<file path="src/easim_pkg.sv">
// Constants shared by the E1 alarm status and interrupt mask block.
`default_nettype none
package easim_pkg;
  // Register indices; the byte address is four times the index.
  localparam logic [7:0] IDX_RX_ALARM_STATUS    = 8'h06;
  localparam logic [7:0] IDX_TIMING_STATUS      = 8'h07;
  localparam logic [7:0] IDX_RX_ALARM_IRQ_MASK  = 8'h16;
  localparam logic [7:0] IDX_TIMING_IRQ_MASK    = 8'h17;
  localparam logic [7:0] IDX_CONTROL            = 8'h1A;
  localparam logic [7:0] IDX_FRAMER_IRQ_SUMMARY = 8'h1B;

  // Receive alarm status fields.
  localparam int B_SIG_ONES    = 7;
  localparam int B_DIST_MF     = 6;
  localparam int B_SIG_ZEROS   = 5;
  localparam int B_RX_SLIP     = 4;
  localparam int B_UNFR_ONES   = 3;
  localparam int B_REMOTE      = 2;
  localparam int B_CARRIER     = 1;
  localparam int B_SYNC_LOST   = 0;
  // Timing event status fields.
  localparam int B_RX_CAS_MF   = 7;
  localparam int B_RX_ALIGN    = 6;
  localparam int B_TX_MF       = 5;
  localparam int B_TIMER       = 4;
  localparam int B_TX_ALIGN    = 3;
  localparam int B_TX_CLK_LOST = 2;
  localparam int B_RX_CRC_MF   = 1;
  localparam int B_TX_SLIP     = 0;
  // Control fields.
  localparam int B_PIN_EN = 0;
  localparam int B_FAST   = 7;

  localparam logic [7:0] STATUS_RST  = 8'h00;
  localparam logic [7:0] MASK_RST    = 8'h00;
  localparam logic [7:0] CONTROL_RST = 8'h00;

  // Line timing, in receive bit times.
  localparam logic [7:0] LAST_BIT_OF_FRAME = 8'hFF;
  localparam logic [3:0] LAST_FRAME_OF_MF  = 4'hF;
  localparam logic [4:0] TS16_SLOT         = 5'h10;
  localparam logic [7:0] DMA_BIT_POS       = 8'h85;
  localparam logic [7:0] RRA_BIT_POS       = 8'h02;
  localparam logic [7:0] TS16_BITS_PER_MF  = 8'h80;
  localparam logic [7:0] SA1_MIN_ZEROS     = 8'h03;
  localparam logic [8:0] UA1_WINDOW_LAST   = 9'h1FF;
  localparam logic [1:0] UA1_MIN_ZEROS     = 2'h3;
  localparam logic [7:0] RCL_ZERO_RUN      = 8'hFF;
  localparam logic [7:0] RCL_WINDOW_LAST   = 8'hFE;
  localparam logic [5:0] RCL_MIN_ONES      = 6'h20;
  localparam logic [3:0] CHANNEL_BITS      = 4'h8;

  // Timer periods as printed, and their lengths in receive bits.
  localparam int RX_BIT_RATE_HZ = 2048000;
  localparam int SEC_PERIOD_MS  = 1000;
  localparam int FAST_PERIOD_US = 62500;
  localparam int SEC_BITS  = RX_BIT_RATE_HZ / 1000 * SEC_PERIOD_MS;
  localparam int FAST_BITS = RX_BIT_RATE_HZ / 1000 * FAST_PERIOD_US / 1000;
endpackage
`default_nettype wire

</file>
<file path="src/easim_top.sv">
// One E1 framer's receive alarm detectors, latched status and masks.
//
// Behaviour
// - Signaling all ones raised below three TS16 zeros per multiframe.
// - Signaling all ones cleared at three or more zeros per multiframe.
// - Signaling alarms stay active and reported in common channel mode.
// - Distant multiframe alarm raised after bit 6 is one twice running.
// - Distant multiframe alarm cleared after bit 6 is zero twice running.
// - Signaling all zeros raised for an all-zero timeslot 16 multiframe.
// - Signaling all zeros cleared when a one appears in a multiframe.
// - Elastic store repeat or delete sets the matching slip flag.
// - Unframed ones alarm follows zero count in each 512-bit window.
// - Remote alarm follows three equal non-align bit 3 values.
// - Carrier loss raised after 255 consecutive zeros.
// - Carrier loss cleared when 32 ones arrive within 255 bits.
// - Loss of sync flag held set while the framer is unsynchronized.
// - Receive CAS multiframe flag set at each receive multiframe boundary.
// - Receive and transmit align frame flags set at align frame starts.
// - Transmit multiframe flag set at each transmit multiframe boundary.
// - Timer flag set each second, or each 62.5 ms when fast.
// - Transmit clock lost after no transition for one channel time.
// - Loss pin driven high while lost, when the pin is enabled.
// - CRC4 multiframe flag follows CRC4 boundaries, else every multiframe.
// - A mask bit of one lets its status bit reach the interrupt.
// - Unmasked interrupts of all framers drive one active-low output.
// - Per framer and status register interrupt activity is readable.
//
// Register access over AHB-Lite is this design's own decision.
`timescale 1ns/1ps
`default_nettype none
module easim_top
  import easim_pkg::*;
#(
  parameter int SEC_PERIOD_BITS  = SEC_BITS,
  parameter int FAST_PERIOD_BITS = FAST_BITS
) (
  input  wire logic        hclk,
  input  wire logic        hresetn,
  input  wire logic        hsel,
  input  wire logic [31:0] haddr,
  input  wire logic [1:0]  htrans,
  input  wire logic        hwrite,
  input  wire logic [2:0]  hsize,
  input  wire logic [31:0] hwdata,
  input  wire logic        hready,
  output logic             hreadyout,
  output logic             hresp,
  output logic [31:0]      hrdata,
  input  wire logic        rx_line_clock,
  input  wire logic        rx_positive_data,
  input  wire logic        rx_negative_data,
  input  wire logic        transmit_line_clock,
  input  wire logic        rx_in_sync,
  input  wire logic        rx_mf_start,
  input  wire logic        rx_slip_event,
  input  wire logic        tx_slip_event,
  input  wire logic        tx_mf_boundary,
  input  wire logic        tx_align_frame_start,
  input  wire logic        crc4_enable,
  input  wire logic        rx_crc_mf_boundary,
  input  wire logic [5:0]  peer_irq_active,
  output logic             tx_clock_lost_pin,
  output logic [1:0]       framer_irq_active,
  output logic             int_n
);

  // True when the address falls on the given register's word.
  function automatic logic hits(input logic [31:0] a, input logic [7:0] i);
    hits = (a[31:10] == 22'h0) && (a[9:2] == i) && (a[1:0] == 2'h0);
  endfunction

  // Pin synchronisers: rx clock, rx positive, rx negative, tx clock.
  logic [3:0] pin_raw;
  logic [3:0] meta_reg;
  logic [3:0] sync_reg;
  logic [3:0] last_reg;
  assign pin_raw = {transmit_line_clock, rx_negative_data,
                    rx_positive_data, rx_line_clock};

  genvar g;
  generate
    for (g = 0; g < 4; g++) begin : g_sync
      always_ff @(posedge hclk or negedge hresetn) begin
        if (!hresetn) begin
          meta_reg[g] <= 1'b0;
          sync_reg[g] <= 1'b0;
          last_reg[g] <= 1'b0;
        end else begin
          meta_reg[g] <= pin_raw[g];
          sync_reg[g] <= meta_reg[g];
          last_reg[g] <= sync_reg[g];
        end
      end
    end
  endgenerate

  // Data is taken on the falling edge of the recovered clock, mid-bit.
  wire bit_stb = last_reg[0] & ~sync_reg[0];
  wire mark    = sync_reg[1] | sync_reg[2];
  wire tx_edge = last_reg[3] ^ sync_reg[3];

  // Frame and multiframe position.
  logic [7:0] bit_reg;
  logic [3:0] frm_reg;
  wire frame_end = bit_stb && (bit_reg == LAST_BIT_OF_FRAME);
  wire mf_end    = frame_end && (frm_reg == LAST_FRAME_OF_MF);
  wire in_ts16   = bit_reg[7:3] == TS16_SLOT;
  wire align_beg = bit_stb && (bit_reg == 8'h00) && !frm_reg[0];

  always_ff @(posedge hclk or negedge hresetn) begin
    if (!hresetn) begin
      bit_reg <= 8'h00;
      frm_reg <= 4'h0;
    end else if (rx_mf_start) begin
      bit_reg <= 8'h00;
      frm_reg <= 4'h0;
    end else if (bit_stb) begin
      bit_reg <= bit_reg + 8'h01;
      if (frame_end) begin
        frm_reg <= frm_reg + 4'h1;
      end
    end
  end

  // Timeslot 16 zero count over each multiframe; never gated by mode.
  logic [7:0] ts16_zeros_reg;
  logic       sa1_reg;
  logic       sa0_reg;
  always_ff @(posedge hclk or negedge hresetn) begin
    if (!hresetn) begin
      ts16_zeros_reg <= 8'h00;
      sa1_reg        <= 1'b0;
      sa0_reg        <= 1'b0;
    end else if (mf_end) begin
      ts16_zeros_reg <= 8'h00;
      sa1_reg <= ts16_zeros_reg < SA1_MIN_ZEROS;
      sa0_reg <= ts16_zeros_reg == TS16_BITS_PER_MF;
    end else if (bit_stb && in_ts16 && !mark) begin
      ts16_zeros_reg <= ts16_zeros_reg + 8'h01;
    end
  end

  // Distant multiframe and remote alarm bit histories.
  logic [1:0] dma_hist_reg;
  logic [2:0] rra_hist_reg;
  logic       dma_reg;
  logic       rra_reg;
  wire dma_bit = bit_stb && (frm_reg == 4'h0) && (bit_reg == DMA_BIT_POS);
  wire rra_bit = bit_stb && frm_reg[0] && (bit_reg == RRA_BIT_POS);

  always_ff @(posedge hclk or negedge hresetn) begin
    if (!hresetn) begin
      dma_hist_reg <= 2'h0;
      rra_hist_reg <= 3'h0;
    end else begin
      if (dma_bit) begin
        dma_hist_reg <= {dma_hist_reg[0], mark};
      end
      if (rra_bit) begin
        rra_hist_reg <= {rra_hist_reg[1:0], mark};
      end
    end
  end

  always_ff @(posedge hclk or negedge hresetn) begin
    if (!hresetn) begin
      dma_reg <= 1'b0;
      rra_reg <= 1'b0;
    end else begin
      if (dma_hist_reg == 2'h3) begin
        dma_reg <= 1'b1;
      end else if (dma_hist_reg == 2'h0) begin
        dma_reg <= 1'b0;
      end
      if (rra_hist_reg == 3'h7) begin
        rra_reg <= 1'b1;
      end else if (rra_hist_reg == 3'h0) begin
        rra_reg <= 1'b0;
      end
    end
  end

  // Unframed all ones: zeros counted in fixed 512-bit windows.
  logic [8:0] ua_pos_reg;
  logic [1:0] ua_zeros_reg;
  logic       ua1_reg;
  wire [1:0] ua_zeros_now = (!mark && ua_zeros_reg != UA1_MIN_ZEROS)
                            ? ua_zeros_reg + 2'h1 : ua_zeros_reg;
  always_ff @(posedge hclk or negedge hresetn) begin
    if (!hresetn) begin
      ua_pos_reg   <= 9'h000;
      ua_zeros_reg <= 2'h0;
      ua1_reg      <= 1'b0;
    end else if (bit_stb) begin
      ua_pos_reg <= ua_pos_reg + 9'h001;
      if (ua_pos_reg == UA1_WINDOW_LAST) begin
        ua_zeros_reg <= 2'h0;
        ua1_reg      <= ua_zeros_now != UA1_MIN_ZEROS;
      end else begin
        ua_zeros_reg <= ua_zeros_now;
      end
    end
  end

  // Carrier loss: a zero run raises it, ones in a window clear it.
  logic [7:0] zero_run_reg;
  logic [7:0] rcl_pos_reg;
  logic [5:0] rcl_ones_reg;
  logic       rcl_reg;
  wire [7:0] zero_run_next = mark ? 8'h00 :
    (zero_run_reg == RCL_ZERO_RUN) ? zero_run_reg : zero_run_reg + 8'h01;
  wire [5:0] rcl_ones_now = (mark && rcl_ones_reg != RCL_MIN_ONES)
                            ? rcl_ones_reg + 6'h01 : rcl_ones_reg;
  wire rcl_win_end = rcl_pos_reg == RCL_WINDOW_LAST;

  always_ff @(posedge hclk or negedge hresetn) begin
    if (!hresetn) begin
      zero_run_reg <= 8'h00;
      rcl_pos_reg  <= 8'h00;
      rcl_ones_reg <= 6'h00;
      rcl_reg      <= 1'b0;
    end else if (bit_stb) begin
      zero_run_reg <= zero_run_next;
      rcl_pos_reg  <= rcl_win_end ? 8'h00 : rcl_pos_reg + 8'h01;
      rcl_ones_reg <= rcl_win_end ? 6'h00 : rcl_ones_now;
      if (zero_run_next == RCL_ZERO_RUN) begin
        rcl_reg <= 1'b1;
      end else if (rcl_win_end && rcl_ones_now == RCL_MIN_ONES) begin
        rcl_reg <= 1'b0;
      end
    end
  end

  // Transmit clock watchdog, timed in receive bit periods.
  logic [3:0] tx_clock_lost_cnt_reg;
  wire tx_clock_lost_now = tx_clock_lost_cnt_reg == CHANNEL_BITS;
  always_ff @(posedge hclk or negedge hresetn) begin
    if (!hresetn) begin
      tx_clock_lost_cnt_reg <= 4'h0;
    end else if (tx_edge) begin
      tx_clock_lost_cnt_reg <= 4'h0;
    end else if (bit_stb && !tx_clock_lost_now) begin
      tx_clock_lost_cnt_reg <= tx_clock_lost_cnt_reg + 4'h1;
    end
  end

  // Registers written by software.
  logic [7:0] mask1_reg;
  logic [7:0] mask2_reg;
  logic [7:0] ctrl_reg;

  // Interval timer on the receive clock.
  logic [20:0] sec_cnt_reg;
  wire [20:0] sec_last = ctrl_reg[B_FAST] ?
    21'(FAST_PERIOD_BITS - 1) : 21'(SEC_PERIOD_BITS - 1);
  wire sec_tick = bit_stb && (sec_cnt_reg >= sec_last);
  always_ff @(posedge hclk or negedge hresetn) begin
    if (!hresetn) begin
      sec_cnt_reg <= 21'h000000;
    end else if (sec_tick) begin
      sec_cnt_reg <= 21'h000000;
    end else if (bit_stb) begin
      sec_cnt_reg <= sec_cnt_reg + 21'h000001;
    end
  end

  // Set terms for the two status registers.
  logic [7:0] set1;
  logic [7:0] set2;
  assign set1[B_SIG_ONES]    = sa1_reg;
  assign set1[B_DIST_MF]     = dma_reg;
  assign set1[B_SIG_ZEROS]   = sa0_reg;
  assign set1[B_RX_SLIP]     = rx_slip_event;
  assign set1[B_UNFR_ONES]   = ua1_reg;
  assign set1[B_REMOTE]      = rra_reg;
  assign set1[B_CARRIER]     = rcl_reg;
  assign set1[B_SYNC_LOST]   = !rx_in_sync;
  assign set2[B_RX_CAS_MF]   = mf_end;
  assign set2[B_RX_ALIGN]    = align_beg;
  assign set2[B_TX_MF]       = tx_mf_boundary;
  assign set2[B_TIMER]       = sec_tick;
  assign set2[B_TX_ALIGN]    = tx_align_frame_start;
  assign set2[B_TX_CLK_LOST] = tx_clock_lost_now;
  assign set2[B_RX_CRC_MF]   = crc4_enable ? rx_crc_mf_boundary : mf_end;
  assign set2[B_TX_SLIP]     = tx_slip_event;

  // AHB-Lite slave: zero wait states, always OKAY.
  logic       wr_pend_reg;
  logic [7:0] wr_idx_reg;
  logic [7:0] sr1_reg;
  logic [7:0] sr2_reg;
  logic [31:0] rdata_reg;
  wire addr_ok   = hsel && hready && htrans[1] && (hsize == 3'h2);
  wire wr_sr1    = wr_pend_reg && (wr_idx_reg == IDX_RX_ALARM_STATUS);
  wire wr_sr2    = wr_pend_reg && (wr_idx_reg == IDX_TIMING_STATUS);
  wire [7:0] clr1 = wr_sr1 ? hwdata[7:0] : 8'h00;
  wire [7:0] clr2 = wr_sr2 ? hwdata[7:0] : 8'h00;
  wire [7:0] sr1_next = (sr1_reg & ~clr1) | set1;
  wire [7:0] sr2_next = (sr2_reg & ~clr2) | set2;
  wire act1 = |(sr1_reg & mask1_reg);
  wire act2 = |(sr2_reg & mask2_reg);
  wire [7:0] summary = {peer_irq_active, act2, act1};

  wire [7:0] rmux =
    hits(haddr, IDX_RX_ALARM_STATUS)    ? sr1_reg   :
    hits(haddr, IDX_TIMING_STATUS)      ? sr2_reg   :
    hits(haddr, IDX_RX_ALARM_IRQ_MASK)  ? mask1_reg :
    hits(haddr, IDX_TIMING_IRQ_MASK)    ? mask2_reg :
    hits(haddr, IDX_CONTROL)            ? ctrl_reg  :
    hits(haddr, IDX_FRAMER_IRQ_SUMMARY) ? summary   : 8'h00;

  wire [7:0] map_idx =
    hits(haddr, IDX_RX_ALARM_STATUS)   ? IDX_RX_ALARM_STATUS   :
    hits(haddr, IDX_TIMING_STATUS)     ? IDX_TIMING_STATUS     :
    hits(haddr, IDX_RX_ALARM_IRQ_MASK) ? IDX_RX_ALARM_IRQ_MASK :
    hits(haddr, IDX_TIMING_IRQ_MASK)   ? IDX_TIMING_IRQ_MASK   :
    hits(haddr, IDX_CONTROL)           ? IDX_CONTROL           : 8'h00;

  assign hreadyout = 1'b1;
  assign hresp     = 1'b0;
  assign hrdata    = rdata_reg;

  always_ff @(posedge hclk or negedge hresetn) begin
    if (!hresetn) begin
      wr_pend_reg <= 1'b0;
      wr_idx_reg  <= 8'h00;
      rdata_reg   <= 32'h00000000;
    end else begin
      wr_pend_reg <= addr_ok && hwrite;
      wr_idx_reg  <= map_idx;
      if (addr_ok && !hwrite) begin
        rdata_reg <= {24'h000000, rmux};
      end
    end
  end

  // A write never clears an event that arrives in the same cycle.
  always_ff @(posedge hclk or negedge hresetn) begin
    if (!hresetn) begin
      sr1_reg   <= STATUS_RST;
      sr2_reg   <= STATUS_RST;
      mask1_reg <= MASK_RST;
      mask2_reg <= MASK_RST;
      ctrl_reg  <= CONTROL_RST;
    end else begin
      sr1_reg <= sr1_next;
      sr2_reg <= sr2_next;
      if (wr_pend_reg && wr_idx_reg == IDX_RX_ALARM_IRQ_MASK) begin
        mask1_reg <= hwdata[7:0];
      end
      if (wr_pend_reg && wr_idx_reg == IDX_TIMING_IRQ_MASK) begin
        mask2_reg <= hwdata[7:0];
      end
      if (wr_pend_reg && wr_idx_reg == IDX_CONTROL) begin
        ctrl_reg <= hwdata[7:0];
      end
    end
  end

  // Registered pin outputs.
  always_ff @(posedge hclk or negedge hresetn) begin
    if (!hresetn) begin
      tx_clock_lost_pin <= 1'b0;
      framer_irq_active <= 2'h0;
      int_n             <= 1'b1;
    end else begin
      tx_clock_lost_pin <= tx_clock_lost_now && ctrl_reg[B_PIN_EN];
      framer_irq_active <= {act2, act1};
      int_n <= !(act1 || act2 || (|peer_irq_active));
    end
  end

endmodule
`default_nettype wire

</file>
<file path="config.mk">
export PLATFORM = sky130hd
export DESIGN_NAME = easim_top
export DESIGN_NICKNAME = d
export VERILOG_FILES = /design/src/easim_pkg.sv /design/src/easim_top.sv
export SDC_FILE = /design/constraint.sdc
export NUM_CORES = 1
export LEC_CHECK = 0
export BUFFER_PORTS_ARGS = -buffer_cell sky130_fd_sc_hd__buf_2
export CAP_MARGIN = 10
export CORE_UTILIZATION = 35
export DETAILED_ROUTE_END_ITERATION = 8
export GPL_TIMING_DRIVEN = 0
export SETUP_SLACK_MARGIN = 0.1
export SLEW_MARGIN = 15
export SYNTH_ARGS = -nofsm -noshare
export SYNTH_HDL_FRONTEND = slang
export SYNTH_SLANG_ARGS = --single-unit
export TNS_END_PERCENT = 5
</file>
<file path="constraint.sdc">
create_clock -name hclk -period 2.4 [get_ports hclk]
set_clock_uncertainty 0.15 [all_clocks]
set_input_delay 0.36 -clock hclk [delete_from_list [all_inputs] [get_ports hclk]]
set_output_delay 0.36 -clock hclk [all_outputs]
set_load 0.005 [all_outputs]
</file>
## Word-level counts from Yosys, hierarchy flattened

Index checks and enable logic that the tools add are counted.

- Word-level logic and storage cells: 197
- Output and inout port bits: 38
- Register bits after elaboration: 157
- Bits of input ports: 92

- Order comparisons: 2
- Add/subtract/negate cells: 10
- Bitwise gates (word level): 12
- Equality and inequality tests: 29
- Muxes and demuxes: 39
- Reduce and logical (&&, ||, !) cells: 66

Operators with widths:

| cell | count |
|---|---|
| $mux W8 | 15 |
| $mux W21 | 3 |
| $eq A8 B8 Y1 const B | 6 |
| $logic_and A1 B1 Y1 | 38 |
| $add A8 B1 Y8 const B | 4 |
| $and A8 B8 Y8 | 4 |
| $eq A8 B5 Y1 const B | 4 |
| $mux W5 | 5 |
| $logic_not A22 Y1 | 1 |
| $add A21 B1 Y21 const B | 1 |
| $ge A21 B21 Y1 | 1 |
| $eq A5 B5 Y1 const B | 4 |
| $mux W4 | 5 |
| $eq A8 B3 Y1 const B | 2 |
| $not A8 Y8 | 2 |
| $or A8 B8 Y8 | 2 |
| $reduce_bool A2 Y1 | 8 |
| $reduce_or A8 Y1 | 2 |
| $mux W6 | 2 |
| $eq A5 B3 Y1 const B | 2 |
| $add A9 B1 Y9 const B | 1 |
| $eq A9 B9 Y1 const B | 1 |
| $add A4 B1 Y4 const B | 2 |
| $eq A4 B4 Y1 const B | 2 |
| 24 further kinds | 41 |

## Longest topological paths before layout

- Word-level depth: 9
- Mapped depth: 8
- Mapped depth without buffers: 7

## Worst setup path before layout

Ideal clock, no wire load.

- Kind: register to register
- From: register ctrl_reg[7]
- To: register sec_cnt_reg[10]
- Data arrival time: 1.749 ns
- Setup slack: 0.382 ns
- Setup time: 0.119 ns
- Required time: 2.131 ns
- Buffers on the path: 1
- Cell stages (with the launch flop): 9
- Clock period less this slack: 2.018 ns
- Cells stage by stage: dfrtp_1 -> inv_1 -> ha_1 -> nand4_1 -> o21ai_0 -> o211ai_4 -> a21oi_4 -> buf_6 -> nor2_1

- Cells in the longest elaborated chain, start to end: 4
- Elaborated cells on any way between the ends: 5

Ends and longest elaborated chain:

| element | line | RTL |
|---|---|---|
| start, declared | easim_top.sv:250 | `logic [7:0] ctrl_reg;` |
| start signal, assigned | easim_top.sv:355 | `ctrl_reg <= hwdata[7:0];` |
| $mux W21 (*) | easim_top.sv:254 | `wire [20:0] sec_last = ctrl_reg[B_FAST] ?` |
| $ge A21 B21 Y1 (*) | easim_top.sv:256 | `wire sec_tick = bit_stb && (sec_cnt_reg >= sec_last);` |
| $logic_and A1 B1 Y1 (*) | easim_top.sv:256 |  |
| $mux W21 / $reduce_bool A2 Y1 (equally long branches) | -- |  |
| end signal, assigned | easim_top.sv:263 | `sec_cnt_reg <= sec_cnt_reg + 21'h000001;` |
| end, declared | easim_top.sv:253 | `logic [20:0] sec_cnt_reg;` |

Mark *: on every way between the ends. The rest lies on a longest branch, timed or not.
A chain may end at the register's enable or synchronous reset.

## Final worst setup path

- From: register zero_run_reg[0]
- To: register rcl_reg

- Cells in the longest elaborated chain, start to end: 6
- Elaborated cells on any way between the ends: 8

Ends and longest elaborated chain:

| element | line | RTL |
|---|---|---|
| start, declared | easim_top.sv:206 | `logic [7:0] zero_run_reg;` |
| start signal, assigned | easim_top.sv:223 | `zero_run_reg <= zero_run_next;` |
| $add A8 B1 Y8 / $eq A8 B8 Y1 (equally long branches) | easim_top.sv:211 | `(zero_run_reg == RCL_ZERO_RUN) ? zero_run_reg : zero_run_reg + 8'h01;` |
| $mux W8 (*) | easim_top.sv:211 |  |
| $mux W8 (*) | easim_top.sv:210 | `wire [7:0] zero_run_next = mark ? 8'h00 :` |
| $eq A8 B8 Y1 (*) | easim_top.sv:226 | `if (zero_run_next == RCL_ZERO_RUN) begin` |
| $reduce_bool A2 Y1 (no source line) | -- |  |
| $reduce_and A2 Y1 (no source line) | -- |  |
| end signal, assigned | easim_top.sv:221 | `rcl_reg <= 1'b0;` |
| end signal, assigned | easim_top.sv:227 | `rcl_reg <= 1'b1;` |
| end signal, assigned | easim_top.sv:229 | `rcl_reg <= 1'b0;` |
| end, declared | easim_top.sv:209 | `logic rcl_reg;` |

Marks and branches as above.

==> results.json <==
{
  "initial_core_util": 0.356,
  "crit_fanout": 8,
  "status": "finished with violations",
  "powerDensity_nw_per_um2": 661,
  "clk_pin_slew_ns": 0.06,
  "wl_per_cell_um": 14.9,
  "grt_pass1_vias": 6063,
  "drive_gt1_frac": 0.195,
  "crit_chain": "ha_1, and2_1, clkbuf_1, nand3_1, a21oi_1, o221a_2, a221o_1",
  "core_um2": 22600,
  "synthCells": 822,
  "power_mw": 6.41,
  "drc": 2,
  "setup_viol": 0,
  "synth_ff_type": "dfrtp_1",
  "htreeDepth": 4,
  "syn_to_final_growth_pct": 20.4,
  "fmax_mhz": 444,
  "crit_path_end_kind": "flip-flop",
  "ios": 130,
  "violations": "design-rule violations",
  "die_width_um": 154,
  "wirelength_um": 18700,
  "grt_pass1_wl_um": 30900,
  "ys.warnings.count": 0,
  "clockRootBuffer": "clkbuf_16",
  "peakVddDrop_uv": 428,
  "yosysSeqAreaShare": 0.488,
  "num_antenna_cells": 0,
  "setup_slack_ns": 0.146,
  "slew-limit-headroom": 0.317,
  "maxCapViolCount": 0,
  "drt_iter0_drc": 367,
  "place_ws_ns": -0.153,
  "dieArea_um2": 23600,
  "largest_reg_flops": 21,
  "period_needed_ns": 2.25,
  "insertion_delay_ns": 0.43,
  "vias": 6420,
  "worst_path_max_delay_cell": "dfrtp_1",
  "hpwl_um": 13000,
  "critPathArrivalTime_ns": 2.41,
  "ys_ff_latch": 157,
  "final_common_cell": "dfrtp_1",
  "cts_made_buffers": 17,
  "grt_overflow_total": 0,
  "synth_edf_count": 0,
  "drv_slew": 0,
  "first_pass_iters": 7,
  "grt_max_degree": 103,
  "hold_viol_final": 0,
  "num_rows": 55,
  "track_usage": 0.164,
  "synthArstFlopShare": 1.00,
  "worst_slew_pin_slew_ns": 1.02,
  "syn_avg_cell_area_um2": 9.80,
  "gp_congestion": 0.869,
  "num-nets-final": 1082,
  "start_kind": "flip-flop",
  "cts_tree": "yes",
  "fin_crit_sh": 0.939,
  "rsz0062_at_grt": "true",
  "synth_area_um2": 8060,
  "clock-sinks": 157,
  "cts_buffer_depth": 2,
  "portBuffers": 78,
  "layout_common_cells": "155 x dfrtp_1, 107 x nand2_1, 83 x nor2_1, 83 x buf_2, 49 x o21ai_0",
  "ys_types": 59,
  "crit_path_max_incr_delay_ns": 0.44,
  "antenna_found_initial": 0,
  "path_class": "reg2reg",
  "total_leakage_power_nw": 4.52,
  "detail-route-antenna-nets": 0,
  "via_per_inst": 5.10,
  "die_y_um": 154,
  "hold_class": "in2reg",
  "crit_required_ns": 2.56
}
[path summary, 6_finish.rpt]
path	from	endpoint	slack (ns)	depth (start not counted)
max	zero_run_reg[0]$_DFFE_PN0P_	rcl_reg$_DFFE_PN0P_	0.15	7
min	crc4_enable	sr2_reg[1]$_DFF_PN0_	0.02	2
max reg2reg	zero_run_reg[0]$_DFFE_PN0P_	rcl_reg$_DFFE_PN0P_	0.15	7
min reg2reg	meta_reg[2]$_DFF_PN0_	sync_reg[2]$_DFF_PN0_	0.20	0
max in group asynchronous	hresetn	bit_reg[3]$_DFFE_PN0P_	0.94	3
min in group asynchronous	hresetn	wr_idx_reg[4]$_DFF_PN0_	0.30	2
[Yosys cell counts, types with 6 or more instances]
| cell | instances | area share |
|---|---|---|
| a21o_1 | 13 | 0.012 |
| a21oi_1 | 32 | 0.020 |
| a22oi_1 | 14 | 0.013 |
| a31oi_1 | 7 | 0.0054 |
| and3_1 | 7 | 0.0054 |
| and4_1 | 9 | 0.0098 |
| buf_2 | 6 | 0.0037 |
| buf_4 | 28 | 0.026 |
| clkbuf_1 | 15 | 0.0070 |
| dfrtp_1 | 156 | 0.48 |
| ha_1 | 28 | 0.043 |
| inv_1 | 28 | 0.013 |
| mux2_2 | 26 | 0.036 |
| nand2_1 | 107 | 0.050 |
| nand3_1 | 23 | 0.014 |
| nand4_1 | 29 | 0.023 |
| nor2_1 | 83 | 0.039 |
| nor2b_1 | 11 | 0.0085 |
| nor3_1 | 13 | 0.0081 |
| nor4_1 | 12 | 0.0093 |
| o21ai_0 | 49 | 0.030 |
| o221a_2 | 6 | 0.0084 |
| o41ai_1 | 8 | 0.0087 |
| xnor2_1 | 21 | 0.023 |
| xor2_1 | 24 | 0.026 |
[area by class of cell]
type                    count  area, um2
repair buffers             97        601
plain buffers              53        328
multi-input cells         608       3790
clock buffers              23        478
fillers                  2209      12900
well taps                 285        357
inverters                  28        105
flip-flops and latches    157       3930
clock inverters             9        111
[stage by stage]
| stage | setup TNS (ns) | util | cells | instance area [um2] | hold WS (ns) |
|---|---|---|---|---|---|
| 5_1_grt | 0 | 0.428 | 1260 | 9700 | 0.0296 |
| 3_5_place_dp | -1.51 | 0.395 | 1210 | 8940 | 0.164 |
| 2_1_floorplan | 0 | - | 846 | 8150 | -0.0856 |
| 3_3_place_gp | -259.62 | 0.393 | 1209 | 8890 | 0.185 |
| 6_report | 0 | 0.428 | 1260 | 9700 | 0.0237 |
| 4_1_cts | 0 | 0.428 | 1260 | 9700 | 0.00918 |
[cells by family after synthesis]
kind of cell / count (synthesis) / synth area share
AOI/OAI and AO/OA: 155 / 0.129
xor gates and xnor gates: 45 / 0.0489
adders and majority gates: 28 / 0.0435
buffers and inverters: 81 / 0.0536
DFF: 157 / 0.488
muxes: 30 / 0.0413
other: 2 / 0.000932
and+or+nand+nor: 324 / 0.195
[critical path, delay by kind of cell (launching register included)]
family          cells  cell delay, ns
compound gates      3            0.63
fa+ha+maj           1            0.28
buf+inv             1            0.16
flops               1            0.44
simple gates        2            0.46
[repair_timing]
| action | in CTS | in global routing |
|---|---|---|
| endpoints found under the setup margin | 18 | 30 |
| hold endpoints to repair | 66 | 0 |
| pin swaps | 1 | 0 |
| hold buffers | 15 | 0 |
| buffers inserted | 3 | 0 |
| resized for setup | 1 | 2 |
[power by group]
group | switching (mW) | internal, mW | leakage (nW) | total (mW)
clock | 1.08 | 1.62 | 0.283 | 2.69
sequential | 0.216 | 2.81 | 2.05 | 3.03
combinational | 0.370 | 0.320 | 2.18 | 0.690
[metal layers]
layer	share of wire	track usage	vias up
li1	-	-	3143
met1	0.48	0.226	3071
met2	0.45	0.255	175
met3	0.047	0.0352	31
met4	0.019	0.0552	0
met5	0	0	-
(Power assumes the default switching activity.)
